## src/common/wcf_pkg.sv

```systemverilog
// Constants, register map and state types of the watchdog and clock fail-safe.
package wcf_pkg;

    // =========================================================================
    // Bus and register map
    // =========================================================================
    localparam int          ADDR_W         = 8;
    localparam int          DATA_W         = 32;
    localparam logic [7:0]  OFS_WDT_CTRL   = 8'h00;
    localparam logic [7:0]  OFS_OSC_CTRL   = 8'h04;
    localparam logic [7:0]  OFS_IRQ_FLAGS2 = 8'h08;
    localparam logic [7:0]  OFS_RST_CAUSE  = 8'h0C;
    localparam logic [7:0]  OFS_CONFIG     = 8'h10;
    localparam logic [1:0]  RESP_OKAY      = 2'h0;
    localparam logic [1:0]  RESP_SLVERR    = 2'h2;

    // =========================================================================
    // Field positions
    // =========================================================================
    localparam int          BIT_SW_WDT_ON  = 0;
    localparam int          FREQ_LSB       = 4;
    localparam int          FREQ_MSB       = 6;
    localparam int          BIT_PRI_ACTIVE = 3;
    localparam int          SCS_LSB        = 0;
    localparam int          SCS_MSB        = 1;
    localparam int          BIT_OSC_FAIL   = 7;
    localparam int          BIT_WDT_TO     = 3;
    localparam int          BIT_CFG_WDT    = 0;
    localparam int          BIT_CFG_TWO_SP = 1;
    localparam int          BIT_CFG_FCM    = 2;
    localparam int          PSEL_LSB       = 4;
    localparam int          PSEL_MSB       = 7;

    // =========================================================================
    // Reset values
    // =========================================================================
    localparam logic [7:0]  CFG_RST        = 8'hF0;
    localparam logic [2:0]  FREQ_RST       = 3'h0;

    // =========================================================================
    // Clock sources and timing
    // =========================================================================
    localparam logic [1:0]  SRC_PRI        = 2'h0;
    localparam logic [1:0]  SRC_SEC        = 2'h1;
    localparam logic [1:0]  SRC_INT        = 2'h2;
    localparam int          WDT_BASE_US    = 4000;
    localparam int          RC_FREQ_HZ     = 31250;
    localparam int          WDT_BASE_TICKS = WDT_BASE_US * RC_FREQ_HZ / 1000000;
    localparam int          FM_DIV         = 64;
    localparam logic [5:0]  FM_RISE_CNT    = 6'(FM_DIV / 2 - 1);
    localparam logic [5:0]  FM_FALL_CNT    = 6'(FM_DIV - 1);

    typedef enum logic [2:0] {
        ST_START   = 3'b000,
        ST_PRIMARY = 3'b001,
        ST_FAIL    = 3'b010,
        ST_ALT     = 3'b011,
        ST_SLEEP   = 3'b100
    } wcf_state_t;

    typedef struct packed {
        logic meta;
        logic stable;
    } wcf_sync_t;

    typedef struct packed {
        wcf_state_t  st;
        logic        sw_wdt_on;
        logic [2:0]  freq_sel;
        logic [1:0]  sys_clk_sel;
        logic        pri_active;
        logic        osc_fail_flag;
        logic        wdt_to_flag;
        logic [7:0]  cfg;
        logic        rc_prev;
        logic        dev_prev;
        logic [6:0]  base_cnt;
        logic [15:0] post_cnt;
        logic [5:0]  fm_div;
        logic        clock_seen;
        logic        aw_held;
        logic [7:0]  aw_addr;
        logic        w_held;
        logic [31:0] w_data;
        logic [3:0]  w_strb;
        logic        awready;
        logic        wready;
        logic        bvalid;
        logic [1:0]  bresp;
        logic        arready;
        logic        rvalid;
        logic [31:0] rdata;
        logic [1:0]  rresp;
        logic        wdt_reset;
        logic        rc_osc_en;
        logic [1:0]  clk_src;
        logic        fail_safe;
    } wcf_regs_t;

endpackage

```

## src/core/wcf_top.sv

```systemverilog
// Watchdog, two-speed start-up and fail-safe clock monitor with AXI4-Lite.
//
// Notes on behaviour
// - Watchdog ticks from internal RC, enabling it.
// - Base period 4 ms, 16-bit postscaler.
// - Selectable timeout, 4 ms to 131.072 s.
// - Sleep, clear, freq change, failure clear watchdog.
// - Watchdog timeout resets the device.
// - Software enable works only if config off.
// - Software enable at bit 0, rest zero.
// - Two-speed start-up needs its config bit.
// - Two-speed runs internal clock after reset/wake.
// - Start-up timer expiry switches to primary.
// - Two-speed uses selected internal frequency.
// - Other power modes ignore two-speed setting.
// - Clock select and sleep honoured during two-speed.
// - Primary-active status bit 3 of oscillator control.
// - Fail monitor keeps RC oscillator running.
// - Sample clock is RC divided by 64.
// - Clock-seen set device fall, cleared sample rise.
// - Sample fall with latch set means failure.
// - Failure sets oscillator-fail flag bit 7.
// - Failure selects internal clock, oscillator control unchanged.
// - Monitor checks primary and secondary sources only.
// - Watchdog disable leaves RC on with monitor.
// - Fail-safe ends on reset or power mode.
`timescale 1ns/10ps
module wcf_top
    import wcf_pkg::*;
(
    input  wire logic                      mclk_in,
    input  wire logic                      rst_n_in,
    input  wire logic                      rc_clk_in,
    input  wire logic                      dev_clk_in,
    input  wire logic                      sleep_exec_in,
    input  wire logic                      clear_watchdog_in,
    input  wire logic                      wake_in,
    input  wire logic                      startup_done_in,
    input  wire logic [wcf_pkg::ADDR_W-1:0] s_axi_awaddr_in,
    input  wire logic                      s_axi_awvalid_in,
    output logic                           s_axi_awready_out,
    input  wire logic [wcf_pkg::DATA_W-1:0] s_axi_wdata_in,
    input  wire logic [3:0]                s_axi_wstrb_in,
    input  wire logic                      s_axi_wvalid_in,
    output logic                           s_axi_wready_out,
    output logic [1:0]                     s_axi_bresp_out,
    output logic                           s_axi_bvalid_out,
    input  wire logic                      s_axi_bready_in,
    input  wire logic [wcf_pkg::ADDR_W-1:0] s_axi_araddr_in,
    input  wire logic                      s_axi_arvalid_in,
    output logic                           s_axi_arready_out,
    output logic [wcf_pkg::DATA_W-1:0]     s_axi_rdata_out,
    output logic [1:0]                     s_axi_rresp_out,
    output logic                           s_axi_rvalid_out,
    input  wire logic                      s_axi_rready_in,
    output logic                           wdt_reset_out,
    output logic                           rc_osc_en_out,
    output logic [1:0]                     clk_src_out,
    output logic [2:0]                     int_freq_sel_out,
    output logic                           fail_safe_out
);
    import wcf_pkg::*;

    // =========================================================================
    // Reset release and pin synchronisers
    // =========================================================================
    logic rst_n;
    logic rc_s;
    logic dev_s;

    wcf_sync #(.RST_VAL(1'b0)) u_rst_sync (
        .clk_in   (mclk_in),
        .rst_n_in (rst_n_in),
        .d_in     (1'b1),
        .q_out    (rst_n)
    );

    wcf_sync #(.RST_VAL(1'b0)) u_rc_sync (
        .clk_in   (mclk_in),
        .rst_n_in (rst_n),
        .d_in     (rc_clk_in),
        .q_out    (rc_s)
    );

    wcf_sync #(.RST_VAL(1'b0)) u_dev_sync (
        .clk_in   (mclk_in),
        .rst_n_in (rst_n),
        .d_in     (dev_clk_in),
        .q_out    (dev_s)
    );

    // =========================================================================
    // State
    // =========================================================================
    wcf_regs_t   r;
    wcf_regs_t   n;
    logic        rc_rise;
    logic        dev_fall;
    logic        samp_rise;
    logic        samp_fall;
    logic        mon_on;
    logic        fail_evt;
    logic        wdt_en;
    logic        wdt_clear;
    logic        freq_change;
    logic        scs_wr_nz;
    logic        do_write;
    logic [15:0] post_mask;
    logic [31:0] rd_word;
    logic [1:0]  rd_resp;

    localparam wcf_regs_t REGS_RST = '{
        st: ST_START, cfg: CFG_RST, freq_sel: FREQ_RST,
        sys_clk_sel: SRC_PRI, bresp: RESP_OKAY, rresp: RESP_OKAY,
        clk_src: SRC_PRI, default: '0};

    // =========================================================================
    // Read decode
    // =========================================================================
    always_comb begin
        rd_word = '0;
        rd_resp = RESP_OKAY;
        if (s_axi_araddr_in == OFS_WDT_CTRL) begin
            rd_word[BIT_SW_WDT_ON] = r.sw_wdt_on;
        end else if (s_axi_araddr_in == OFS_OSC_CTRL) begin
            rd_word[FREQ_MSB:FREQ_LSB] = r.freq_sel;
            rd_word[BIT_PRI_ACTIVE]    = r.pri_active;
            rd_word[SCS_MSB:SCS_LSB]   = r.sys_clk_sel;
        end else if (s_axi_araddr_in == OFS_IRQ_FLAGS2) begin
            rd_word[BIT_OSC_FAIL] = r.osc_fail_flag;
        end else if (s_axi_araddr_in == OFS_RST_CAUSE) begin
            rd_word[BIT_WDT_TO] = r.wdt_to_flag;
        end else if (s_axi_araddr_in == OFS_CONFIG) begin
            rd_word[7:0] = r.cfg;
        end else begin
            rd_resp = RESP_SLVERR;
        end
    end

    // =========================================================================
    // Next state
    // =========================================================================
    always_comb begin
        n           = r;
        n.wdt_reset = 1'b0;
        n.rc_prev   = rc_s;
        n.dev_prev  = dev_s;
        rc_rise     = rc_s & ~r.rc_prev;
        dev_fall    = ~dev_s & r.dev_prev;
        freq_change = 1'b0;
        scs_wr_nz   = 1'b0;

        // Bus write: address and data are taken in either order.
        if (s_axi_awvalid_in && r.awready) begin
            n.aw_held = 1'b1;
            n.aw_addr = s_axi_awaddr_in;
        end
        if (s_axi_wvalid_in && r.wready) begin
            n.w_held = 1'b1;
            n.w_data = s_axi_wdata_in;
            n.w_strb = s_axi_wstrb_in;
        end
        if (s_axi_bvalid_out && s_axi_bready_in) begin
            n.bvalid = 1'b0;
        end
        do_write = r.aw_held && r.w_held && !r.bvalid;
        if (do_write) begin
            n.aw_held = 1'b0;
            n.w_held  = 1'b0;
            n.bvalid  = 1'b1;
            n.bresp   = RESP_OKAY;
            if (r.aw_addr == OFS_WDT_CTRL) begin
                if (r.w_strb[0]) begin
                    n.sw_wdt_on = r.w_data[BIT_SW_WDT_ON];
                end
            end else if (r.aw_addr == OFS_OSC_CTRL) begin
                if (r.w_strb[0]) begin
                    n.freq_sel    = r.w_data[FREQ_MSB:FREQ_LSB];
                    n.sys_clk_sel = r.w_data[SCS_MSB:SCS_LSB];
                    freq_change   = n.freq_sel != r.freq_sel;
                    scs_wr_nz     = n.sys_clk_sel != SRC_PRI;
                end
            end else if (r.aw_addr == OFS_IRQ_FLAGS2) begin
                if (r.w_strb[0] && r.w_data[BIT_OSC_FAIL]) begin
                    n.osc_fail_flag = 1'b0;
                end
            end else if (r.aw_addr == OFS_RST_CAUSE) begin
                if (r.w_strb[0] && r.w_data[BIT_WDT_TO]) begin
                    n.wdt_to_flag = 1'b0;
                end
            end else if (r.aw_addr == OFS_CONFIG) begin
                if (r.w_strb[0]) begin
                    n.cfg = r.w_data[7:0];
                end
            end else begin
                n.bresp = RESP_SLVERR;
            end
        end

        // Bus read: answered the cycle after the address is taken.
        if (s_axi_rvalid_out && s_axi_rready_in) begin
            n.rvalid = 1'b0;
        end
        if (s_axi_arvalid_in && r.arready) begin
            n.rvalid = 1'b1;
            n.rdata  = rd_word;
            n.rresp  = rd_resp;
        end

        // Fail-safe monitor. The internal source is never checked, since
        // it is the fallback and nothing could be done if it stopped.
        mon_on = r.cfg[BIT_CFG_FCM] && (r.st == ST_PRIMARY ||
                 (r.st == ST_ALT && r.sys_clk_sel == SRC_SEC));
        samp_rise = rc_rise && r.fm_div == FM_RISE_CNT;
        samp_fall = rc_rise && r.fm_div == FM_FALL_CNT;
        if (rc_rise) begin
            n.fm_div = r.fm_div + 6'h01;
        end
        if (samp_rise) begin
            n.clock_seen = 1'b0;
        end
        if (dev_fall) begin
            n.clock_seen = 1'b1;
        end
        fail_evt = mon_on && samp_fall && r.clock_seen;
        if (fail_evt) begin
            n.osc_fail_flag = 1'b1;
        end

        // Watchdog: base period in RC ticks, postscaler in base periods.
        wdt_en = r.cfg[BIT_CFG_WDT] | r.sw_wdt_on;
        wdt_clear = sleep_exec_in | clear_watchdog_in | freq_change
                  | fail_evt;
        post_mask = 16'((17'h00001 << r.cfg[PSEL_MSB:PSEL_LSB])
                  - 17'h00001);
        if (wdt_clear || !wdt_en) begin
            n.base_cnt = '0;
            n.post_cnt = '0;
        end else if (rc_rise) begin
            if (r.base_cnt == 7'(WDT_BASE_TICKS - 1)) begin
                n.base_cnt = '0;
                if (r.post_cnt == post_mask) begin
                    n.post_cnt    = '0;
                    n.wdt_reset   = 1'b1;
                    n.wdt_to_flag = 1'b1;
                end else begin
                    n.post_cnt = r.post_cnt + 16'h0001;
                end
            end else begin
                n.base_cnt = r.base_cnt + 7'h01;
            end
        end

        // Clock source sequencing.
        case (r.st)
            ST_START: begin
                if (sleep_exec_in) begin
                    n.st = ST_SLEEP;
                end else if (scs_wr_nz) begin
                    n.st = ST_ALT;
                end else if (startup_done_in) begin
                    n.st = ST_PRIMARY;
                end
            end
            ST_PRIMARY: begin
                if (sleep_exec_in) begin
                    n.st = ST_SLEEP;
                end else if (scs_wr_nz) begin
                    n.st = ST_ALT;
                end else if (fail_evt) begin
                    n.st = ST_FAIL;
                end
            end
            ST_FAIL: begin
                if (sleep_exec_in) begin
                    n.st = ST_SLEEP;
                end else if (scs_wr_nz) begin
                    n.st = ST_ALT;
                end
            end
            ST_ALT: begin
                if (sleep_exec_in) begin
                    n.st = ST_SLEEP;
                end else if (fail_evt) begin
                    n.st = ST_FAIL;
                end else if (n.sys_clk_sel == SRC_PRI && startup_done_in) begin
                    n.st = ST_PRIMARY;
                end
            end
            ST_SLEEP: begin
                if (wake_in) begin
                    n.st = (n.sys_clk_sel == SRC_PRI) ? ST_START : ST_ALT;
                end
            end
            default: begin
                n.st = ST_START;
            end
        endcase

        // The fail-safe state keeps the status bit as it was, so software
        // can tell the switch happened behind its back.
        if (n.st == ST_PRIMARY) begin
            n.pri_active = 1'b1;
        end else if (n.st != ST_FAIL) begin
            n.pri_active = 1'b0;
        end

        case (n.st)
            ST_START: begin
                n.clk_src = n.cfg[BIT_CFG_TWO_SP] ? SRC_INT : SRC_PRI;
            end
            ST_PRIMARY: begin
                n.clk_src = SRC_PRI;
            end
            ST_ALT: begin
                n.clk_src = (n.sys_clk_sel[1]) ? SRC_INT : n.sys_clk_sel;
            end
            default: begin
                n.clk_src = SRC_INT;
            end
        endcase

        n.fail_safe = n.st == ST_FAIL;
        n.rc_osc_en = n.cfg[BIT_CFG_WDT] | n.sw_wdt_on
                    | n.cfg[BIT_CFG_FCM]
                    | (n.clk_src == SRC_INT);
        n.awready = !n.aw_held && !n.bvalid;
        n.wready  = !n.w_held && !n.bvalid;
        n.arready = !n.rvalid;
    end

    always_ff @(posedge mclk_in or negedge rst_n) begin
        if (!rst_n) begin
            r <= REGS_RST;
        end else begin
            r <= n;
        end
    end

    // =========================================================================
    // Outputs
    // =========================================================================
    assign s_axi_awready_out = r.awready;
    assign s_axi_wready_out  = r.wready;
    assign s_axi_bvalid_out  = r.bvalid;
    assign s_axi_bresp_out   = r.bresp;
    assign s_axi_arready_out = r.arready;
    assign s_axi_rvalid_out  = r.rvalid;
    assign s_axi_rdata_out   = r.rdata;
    assign s_axi_rresp_out   = r.rresp;
    assign wdt_reset_out     = r.wdt_reset;
    assign rc_osc_en_out     = r.rc_osc_en;
    assign clk_src_out       = r.clk_src;
    assign int_freq_sel_out  = r.freq_sel;
    assign fail_safe_out     = r.fail_safe;
endmodule // wcf_top

```

## src/core/wcf_sync.sv

```systemverilog
// Two-stage synchroniser with a constant reset value.
`timescale 1ns/10ps
module wcf_sync
    import wcf_pkg::*;
#(
    parameter logic RST_VAL = 1'b0
) (
    input  wire logic clk_in,
    input  wire logic rst_n_in,
    input  wire logic d_in,
    output logic      q_out
);
    import wcf_pkg::*;

    wcf_sync_t r;
    wcf_sync_t n;

    always_comb begin
        n.meta   = d_in;
        n.stable = r.meta;
    end

    always_ff @(posedge clk_in or negedge rst_n_in) begin
        if (!rst_n_in) begin
            r <= '{meta: RST_VAL, stable: RST_VAL};
        end else begin
            r <= n;
        end
    end

    assign q_out = r.stable;

endmodule // wcf_sync

```

## config.mk

```make
export PLATFORM = sky130hd
export DESIGN_NAME = wcf_top
export DESIGN_NICKNAME = d
export VERILOG_FILES = /design/src/common/wcf_pkg.sv /design/src/core/wcf_top.sv /design/src/core/wcf_sync.sv
export SDC_FILE = /design/constraint.sdc
export NUM_CORES = 1
export LEC_CHECK = 0
export BUFFER_PORTS_ARGS = -buffer_cell sky130_fd_sc_hd__buf_2
export CELL_PAD_IN_SITES_DETAIL_PLACEMENT = 2
export CELL_PAD_IN_SITES_GLOBAL_PLACEMENT = 2
export CORE_MARGIN = 2
export CORE_UTILIZATION = 36
export CTS_CLUSTER_DIAMETER = 200
export DETAILED_ROUTE_END_ITERATION = 10
export PLACE_DENSITY_LB_ADDON = 0.08
export SLEW_MARGIN = 20
export SYNTH_ARGS = -nofsm -noshare
export SYNTH_HDL_FRONTEND = slang
export SYNTH_SLANG_ARGS = --single-unit
```

## constraint.sdc

```tcl
create_clock -name mclk_in -period 7.3 [get_ports mclk_in]
set_clock_uncertainty 0.05 [all_clocks]
set_input_delay 0.365 -clock mclk_in [delete_from_list [all_inputs] [get_ports mclk_in]]
set_output_delay 0.365 -clock mclk_in [all_outputs]
set_load 0.005 [all_outputs]
```

==> metrics, run 1 <==
postcts setup bufs=0; adder-cell share of the synthesized area=1.19%; final slew viol count=0; Avg WL per Cell=18.2 um; number of enable-type register cells in the synthesized netlist=0; Synth Register Bits=97; Reg2Reg Depth=10; Top FF cell, synth=dfrtp_1; Worst Path Required=7.45 ns; outcome=completed; pin count of the biggest net entering global routing=76; CP Max Fanout=26; TritonCTS clock tree=done; Final min period=4.09 ns; syn_area_per_cell=9.94 um^2; Area Overhead vs Synth=11.0%; Fin Hold WS=0.0799 ns; chip height=125 um; leading cell types by count after synthesis=dfrtp_1, nand2_1, nor2_1, buf_4, mux2_2; # clock sinks=97; post-layout power=1.55 mW; flop2flop setup slack=3.21 ns; initial antenna violation count=0; Detailed Routing Iterations Pass 1=4; IO Port Bufs=60; relative slew slack=28.6%; # diodes=0; max_cap viols=0; I/O pin total=114; Max VDD drop=0.154 mV; Inst Count DP=737; Final ANT Viol Nets=0; Die X=125 um; first-pass GRT wire length=23.2 mm; Core Footprint=14400 um^2; hold worst-path end=u_rc_sync.n[0]; Mapped Area=5250 um^2; FFs w/ async S/R, synth=100%; root cell of the clock tree=clkbuf_16; pwr dens=266 nW/um^2; Finished Layout Cells=754; Initial Util=36.5%; critical path class=reg2reg; Routability Congestion=0.780; gr usage total=18.3%; Cells after Synth=528; dpl hpwl=9.92 mm; hold_sp=rc_clk_in; synth unique cells=66; die area=15600 um^2; crit end category=flop; top cells by area, synth=dfrtp_1, mux2_2, buf_4; R2R Path End=r[112]; final setup vio count=0; nets=635; count leader, synth=dfrtp_1; Yosys top cell area share=44.3%; largest area contributor in the netlist=dfrtp_1; fin crit share=56.1%; largest family of logic cells by synthesized area=simple AND/OR/NAND/NOR gates; RSZ-0062 raised after global routing=false; worst flop-to-flop path startpoint=r[131]; Seq/Total Area, Yosys=46.4%; Longest Clk Path Bufs=2; post-DR vias/cell=5.37; Hold Path Depth=1; total wire length=13.7 mm; measured slew at the worst slew-check pin=1.06 ns; worst hold path type=in2reg; number of cells upsized or downsized after cts=0; XOR/XNOR share of the synthesized area=3.51%; clk slew on worst S/H paths=0.07 ns; # DRC=0; GRT Residual Overflow=0; row count=44; drt initial violations=162; Post-Route Setup TNS=0 ns; CP Launch Type=flop; final hold violation count=0; Compound-Gate Fraction of Synth Area=12.0%; vias in the first global route=4451; WP data arrival=4.24 ns; H-tree depth=3; via count=4052; worst-skew pair later-pin latency=0.34 ns; Num CTS Buffers=9; leakage=2.60 nW; Max Clock Freq=244 MHz; Post-Synth Simple-Gate Area=20.8%; Synth Warn #=0; post-synthesis mux area share=7.63%; layout cells sized above 1=23.2%
cells by family (layout without fill, tap and decap cells):
family	after synthesis	in the layout
flip-flops	97	97
multiplexers	36	36
buffers and inverters	76	93
adder cells (fa/ha/maj)	5	5
AND/OR/NAND/NOR	201	201
XOR/XNOR	21	21
AO/OA/AOI/OAI	90	90
other	2	27
where the power goes:
part	switching [mW]	leakage (nW)	internal, mW	total [mW]
sequential	0.119	1.24	0.637	0.756
clock	0.207	0.155	0.283	0.490
combinational	0.149	1.20	0.154	0.303
total	0.474	2.60	1.08	1.55
stage by stage:
step                      worst slack, ns  area [um^2]  utilization [%]
after floorplan                      4.01         5340                -
after global placement               3.26         5510             38.3
after detailed placement             3.20         5510             38.3
after CTS                            3.17         5830             40.6
after global routing                 2.87         5830             40.6
final                                3.21         5830             40.6
sequential cells by signal (all words and copies together), names as in the netlist:
signal,count
u_rc_sync.n,1
s_axi_arready_out,1
s_axi_bresp_out,1
int_freq_sel_out,3
u_dev_sync.n,1
clk_src_out,2
rc_osc_en_out,1
u_dev_sync.q_out,1
s_axi_awready_out,1
fail_safe_out,1
s_axi_rdata_out,8
r,68
s_axi_rresp_out,1
u_rc_sync.q_out,1
u_rst_sync.q_out,1
u_rst_sync.n,1
s_axi_wready_out,1
s_axi_bvalid_out,1
wdt_reset_out,1
s_axi_rvalid_out,1
critical path, cell delays in order, from the launching register on:
cell and delay, ns:
dfstp_2 0.50, nor4_1 0.45, inv_1 0.08, ha_1 0.46, or4b_2 0.70, o221ai_1 0.24, xnor2_1 0.17, o2111ai_1 0.12
or4b_1 0.60, nor3_4 0.42, a2111oi_0 0.14
timing repair:
item | 4_1_cts | 5_1_grt
hold endpoints to repair | 2 | 0
endpoints found under the setup margin | 0 | 0
hold buffers | 1 | 0
how the worst max path moves through the flow:
| stage | startpoint | to | slack [ns] | cells after the start |
|---|---|---|---|---|
| final | r[131] | r[112] | 3.21 | 10 |
| after global routing | r[131] | r[112] | 2.87 | 10 |
| after CTS | r[131] | r[112] | 3.17 | 10 |
| after detailed placement | r[131] | r[112] | 3.20 | 10 |
| after global placement | r[131] | r[112] | 3.26 | 10 |
| after floorplan | r[129] | r[112] | 4.01 | 11 |
routing by layer:
layer	vias to the layer above	wire, um	track usage (%)
met5	-	0	0
met1	2077	6490	24.2
met3	8	350	3.18
met2	59	6740	31.4
li1	1908	-	-
met4	0	107	3.97
cells in the final DEF (no fill, tap or decap), drive strengths merged, types with 3 or more instances in the layout:
cell type / netlist / layout
and2: 4 / 4
or3b: 4 / 4
or3: 3 / 3
and4: 4 / 4
mux2i: 4 / 4
inv: 13 / 13
dfrtp: 93 / 93
nor3: 14 / 14
nand3: 12 / 12
ha: 5 / 5
or4b: 3 / 3
conb: 2 / 27
nand2b: 6 / 6
a31oi: 6 / 6
clkinv: 0 / 4
nor4: 13 / 13
nor3b: 3 / 3
nor2b: 8 / 8
buf: 45 / 63
xnor2: 13 / 13
clkbuf: 18 / 11
a21oi: 11 / 11
o41ai: 3 / 3
nor2: 43 / 43
dfstp: 4 / 4
and3: 13 / 13
nand4: 10 / 10
o21ai: 26 / 26
o31ai: 4 / 4
a22oi: 6 / 6
nand2: 49 / 49
mux2: 32 / 32
nand4b: 3 / 3
a2111oi: 4 / 4
a211oi: 4 / 4
or4: 3 / 3
xor2: 8 / 8
cell type report:
| class | count | area, um^2 |
|---|---|---|
| clock inverter | 5 | 53.8 |
| tap | 184 | 230 |
| inverter | 13 | 48.8 |
| multi-input combinational | 380 | 2470 |
| sequential | 97 | 2440 |
| fill | 1572 | 8540 |
| clock buffer | 11 | 253 |
| timing repair buffer | 64 | 333 |
Power figures use the tool's default switching activity.
==> inputs of run 2 (changes only) <==
- ABC_AREA: unset -> 1
- CORE_UTILIZATION: 36 -> 32
- clock period: 7.3 -> 4.1 ns (I/O delays scaled with it)
==> metrics, run 2 <==
Reg2Reg Depth=13; fin crit share=65.8%; post-DR vias/cell=4.74; RSZ-0062 raised after global routing=false; Core Footprint=17100 um^2; Final min period=2.70 ns; Top reg by flops=r; synth unique cells=51; row count=48; measured slew at the worst slew-check pin=0.675 ns; worst hold path type=in2reg; fillers=2002; TritonCTS clock tree=done; critical path class=reg2reg; cell family with the largest share of critical-path delay=simple AND/OR/NAND/NOR gates; CP Max Fanout=15; most common cell type on the critical path=inv_2; leading cell types by count after synthesis=nand2_1, dfrtp_1, inv_1, nor2_1, buf_4; IO Port Bufs=60; Worst Path Required=4.30 ns; hold_sp=s_axi_wdata_in[3]; WP data arrival=2.90 ns; final slew viol count=0; total wire length=15.7 mm; pin count of the biggest net entering global routing=75; number of cells upsized or downsized after cts=0; flop2flop setup slack=1.40 ns; Buf/Inv on CP=3; largest area contributor in the netlist=dfrtp_1; CP Launch Type=flop; # DRC=0; final hold violation count=0; FFs w/ async S/R, synth=100%; Critical-path top delay cell=dfrtp_1; number of enable-type register cells in the synthesized netlist=0; Hold Buf Count CTS=5; relative slew slack=55.0%; gr usage total=18.6%; clk slew on worst S/H paths=0.07 ns; Yosys top cell area share=42.0%; worst flop-to-flop path startpoint=r[90]; postcts setup bufs=0; Max Clock Freq=371 MHz; commonest non-fill, non-tap cell in the layout=nand2_1; # clock sinks=97; GRT Residual Overflow=0; vias in the first global route=5177; Num CTS Buffers=9; initial antenna violation count=0; pre-CTS setup slack=1.40 ns; crit path to=r[105]; Crit. path cell count=13; Worst path max stage delay=0.40 ns; via count=4684; most frequent cells in the layout=nand2_1, dfrtp_1, inv_1; first-pass GRT wire length=26.5 mm; drt initial violations=136; Finished Layout Cells=989; R2R Path End=r[105]; pwr dens=629 nW/um^2; I/O pin total=114; Longest Clk Path Bufs=2; Detailed Routing Iterations Pass 1=4; final setup vio count=0; post-layout power=3.92 mW; dpl hpwl=12.3 mm; root cell of the clock tree=clkbuf_16; nets=829; syn_area_per_cell=7.85 um^2; top cells by area, synth=dfrtp_1, nand2_1, buf_4; Inst Count DP=967; H-tree depth=3; chip height=136 um; Routability Congestion=0.744; layout cells sized above 1=16.5%; Seq/Total Area, Yosys=43.9%; CP Cell Sequence=nor2_2 -> nand2_1 -> inv_2 -> nand4_2 -> nor2_2 -> o31ai_1 -> nand2_2 -> inv_2 -> o21ai_2 -> inv_2 -> nor2_1 -> nand3_1 -> o21ai_0; die area=18400 um^2; max_cap viols=0; outcome=completed; # diodes=0; PnR worst setup slack=1.40 ns; Synth Register Bits=97; Fin Hold WS=0.0108 ns; leakage=3.11 nW; count leader, synth=nand2_1; Top FF cell, synth=dfrtp_1; Initial Util=32.3%; Mapped Area=5540 um^2; CP startpoint=r[90]; Synth Warn #=0; max FFs per register=68; Avg WL per Cell=15.9 um; Max VDD drop=0.726 mV; Final ANT Viol Nets=0; crit end category=flop; Area Overhead vs Synth=12.6%; worst-skew pair later-pin latency=0.35 ns; Post-Route Setup TNS=0 ns; Cells after Synth=705; Die X=136 um
==> run 2: cell types whose count changed after synthesis, moves of 15 or more <==
cell | previous run | this run
nand3_1 | 12 | 41
nand2_1 | 49 | 188
nor2_1 | 43 | 71
xor2_1 | 8 | 23
inv_1 | 13 | 81
mux2_2 | 32 | 2
==> run 2: where the power goes <==
| group | switching [mW] | internal [mW] |
|---|---|---|
| Sequential | 0.183 | 1.17 |
| Combinational | 1.15 | 0.560 |
| Clock | 0.376 | 0.474 |
| Total | 1.71 | 2.21 |
==> run 2: through the flow <==
stage	cell area [um^2]	util [%]
final	6230	36.4
after global routing	6230	36.4
after CTS	6200	36.3
after detailed placement	5870	34.3
after global placement	5870	34.3
after floorplan	5630	-
==> run 2: worst min-delay path by stage <==
stage	end	depth (start not counted)
4_1_cts	r[85]	3
6_report	r[53]	3
2_1_floorplan	u_rst_sync.n[0]	0
5_1_grt	r[53]	3
3_5_place_dp	u_rst_sync.n[0]	1
3_3_place_gp	u_rst_sync.n[0]	1
==> run 2: layout make-up <==
class / count / area (um^2) / area share, %
multi-input cells: 495 / 2500 / 40.1
flip-flops and latches: 97 / 2440 / 39.1
repair buffers: 68 / 393 / 6.30
inverters: 88 / 332 / 5.32
well taps: 225 / 282 / 4.52
clock buffers: 11 / 233 / 3.73
clock inverters: 5 / 56.3 / 0.903
==> run 2: worst reg2reg max path, stage by stage (launching register included) <==
cell	delay, ns
dfrtp_1	0.40
nor2_2	0.14
nand2_1	0.16
inv_2	0.09
nand4_2	0.16
nor2_2	0.23
o31ai_1	0.19
nand2_2	0.14
inv_2	0.11
o21ai_2	0.28
inv_2	0.32
nor2_1	0.17
nand3_1	0.08
o21ai_0	0.09
==> run 2: cell families after synthesis <==
family | Yosys count | share of synthesized area [%]
compound gates | 78 | 8.61
xor+xnor | 27 | 4.27
fa+ha+maj | 5 | 1.13
buf+inv | 138 | 12.6
flops | 97 | 43.9
mux | 3 | 0.588
other cells | 2 | 0.136
simple gates | 355 | 28.7
==> run 2: layer usage <==
metal	share of wire (%)	track usage, %	vias up
met2	51	32.5	57
met3	2.2	3.11	10
met5	0	0	-
li1	-	-	2274
met1	46	23.6	2343
met4	1.3	5.56	0
==> inputs of run 3 (changes only) <==
- clock period: 4.1 -> 2.65 ns (I/O delays scaled with it)
==> metrics, run 3 (same netlist as run 2, synthesis figures left out) <==
nets=861; dpl hpwl=12.5 mm; # DRC=0; chip height=136 um; most common cell type on the critical path=nand3_1; measured slew at the worst slew-check pin=0.615 ns; Post-Route Setup TNS=0 ns; max FFs per register=68; max_cap viols=0; RSZ-0062 raised after global routing=false; clk slew on worst S/H paths=0.07 ns; Reg2Reg Depth=12; pwr dens=977 nW/um^2; Final ANT Viol Nets=0; drt initial violations=124; worst flop-to-flop path startpoint=r[130]; leakage=3.26 nW; Die X=136 um; Worst path max stage delay=0.57 ns; Detailed Routing Iterations Pass 1=4; row count=48; via count=4788; # diodes=0; hold_sp=sleep_exec_in; post-layout power=6.39 mW; Num CTS Buffers=9; total wire length=16.5 mm; Area Overhead vs Synth=18.2%; final setup vio count=0; pin count of the biggest net entering global routing=96; IO Port Bufs=60; CP Launch Type=flop; final hold violation count=0; fin crit share=92.1%; Worst Path Required=2.84 ns; PnR worst setup slack=0.210 ns; critical path class=reg2reg; Top reg by flops=r; post-DR vias/cell=4.69; final slew viol count=0; Max VDD drop=0.968 mV; gr usage total=19.3%; commonest non-fill, non-tap cell in the layout=nand2_1; Hold Path Depth=3; I/O pin total=114; relative slew slack=58.6%; vias in the first global route=5367; Initial Util=32.3%; initial antenna violation count=0; layout cells sized above 1=18.6%; outcome=completed; R2R Path End=r[104]; # clock sinks=97; worst-skew pair later-pin latency=0.35 ns; Max Clock Freq=410 MHz; CP Max Fanout=5; root cell of the clock tree=clkbuf_16; TritonCTS clock tree=done; Longest Clk Path Bufs=2; first-pass GRT wire length=27.8 mm; Final min period=2.44 ns; GRT Residual Overflow=0; hold worst-path end=r[143]; H-tree depth=3; die area=18400 um^2; flop2flop setup slack=0.21 ns; Core Footprint=17100 um^2; pre-CTS setup slack=0.0485 ns; crit end category=flop; CP Cell Sequence=inv_2 -> nand3_2 -> ha_2 -> inv_1 -> nor2_8 -> nand3_1 -> nand3_1 -> nand3b_1 -> nor2_4 -> nand3_4 -> a21oi_4 -> nor2_1; worst hold path type=in2reg; WP data arrival=2.63 ns; most frequent cells in the layout=nand2_1, dfrtp_1, inv_1; Critical-path top delay cell=dfstp_2; Avg WL per Cell=16.1 um; Routability Congestion=0.769
-- run 3: report_power, final --
| part | leakage (nW) | switching [mW] | internal, mW |
|---|---|---|---|
| Combinational | 1.89 | 1.91 | 1.05 |
| Clock | 0.137 | 0.607 | 0.741 |
| Sequential | 1.23 | 0.272 | 1.82 |
| Total | 3.26 | 2.79 | 3.61 |
-- run 3: worst max path at each step --
stage | from | endpoint | slack, ns | cells past startpoint
after floorplan | r[131] | r[107] | 0.36 | 15
after global placement | r[130] | r[99] | 0.17 | 14
after detailed placement | r[130] | r[105] | 0.05 | 13
after CTS | r[130] | r[99] | 0.05 | 13
after global routing | r[129] | r[104] | 0.01 | 14
final | r[130] | r[104] | 0.21 | 12
-- run 3: repair_timing --
action | CTS | global route
endpoints found under the hold margin | 23 | 0
setup endpoints to repair | 0 | 15
setup buffers | 0 | 4
hold buffers | 22 | 0
resized for setup | 0 | 7
-- run 3: critical path: cells and delay by family (launching register included) --
family                     cells  cell delay (ns)
adders and majority gates      1             0.21
buffers and inverters          2             0.21
DFF                            1             0.57
AOI/OAI and AO/OA              1             0.22
and+or+nand+nor                8             1.08
-- run 3: layout make-up --
type,instances,area (um^2)
fillers,2029,10600
multi-input cells,495,2530
flip-flops and latches,97,2440
repair buffers,100,668
inverters,88,332
well taps,225,282
clock buffers,11,233
clock inverters,5,62.6
-- run 3: per-stage QoR --
step                      hold slack, ns  util [%]  instance area, um^2  std cells
after floorplan                   -0.213         -                 5630        730
after global placement            -0.133      34.9                 5970        979
after detailed placement          -0.131      34.9                 5970        979
after CTS                         0.0275      37.9                 6480       1017
after global routing              0.0578      38.2                 6540       1021
final                             0.0501      38.2                 6540       1021
-- run 3: routing by layer --
metal  GRT usage (%)  up-vias  share of wire (%)
li1                -     2331                  -
met1            24.1     2388                 44
met5               0        -                  0
met2            34.7       53                 52
met3            2.32       16                1.9
met4            6.19        0                1.7
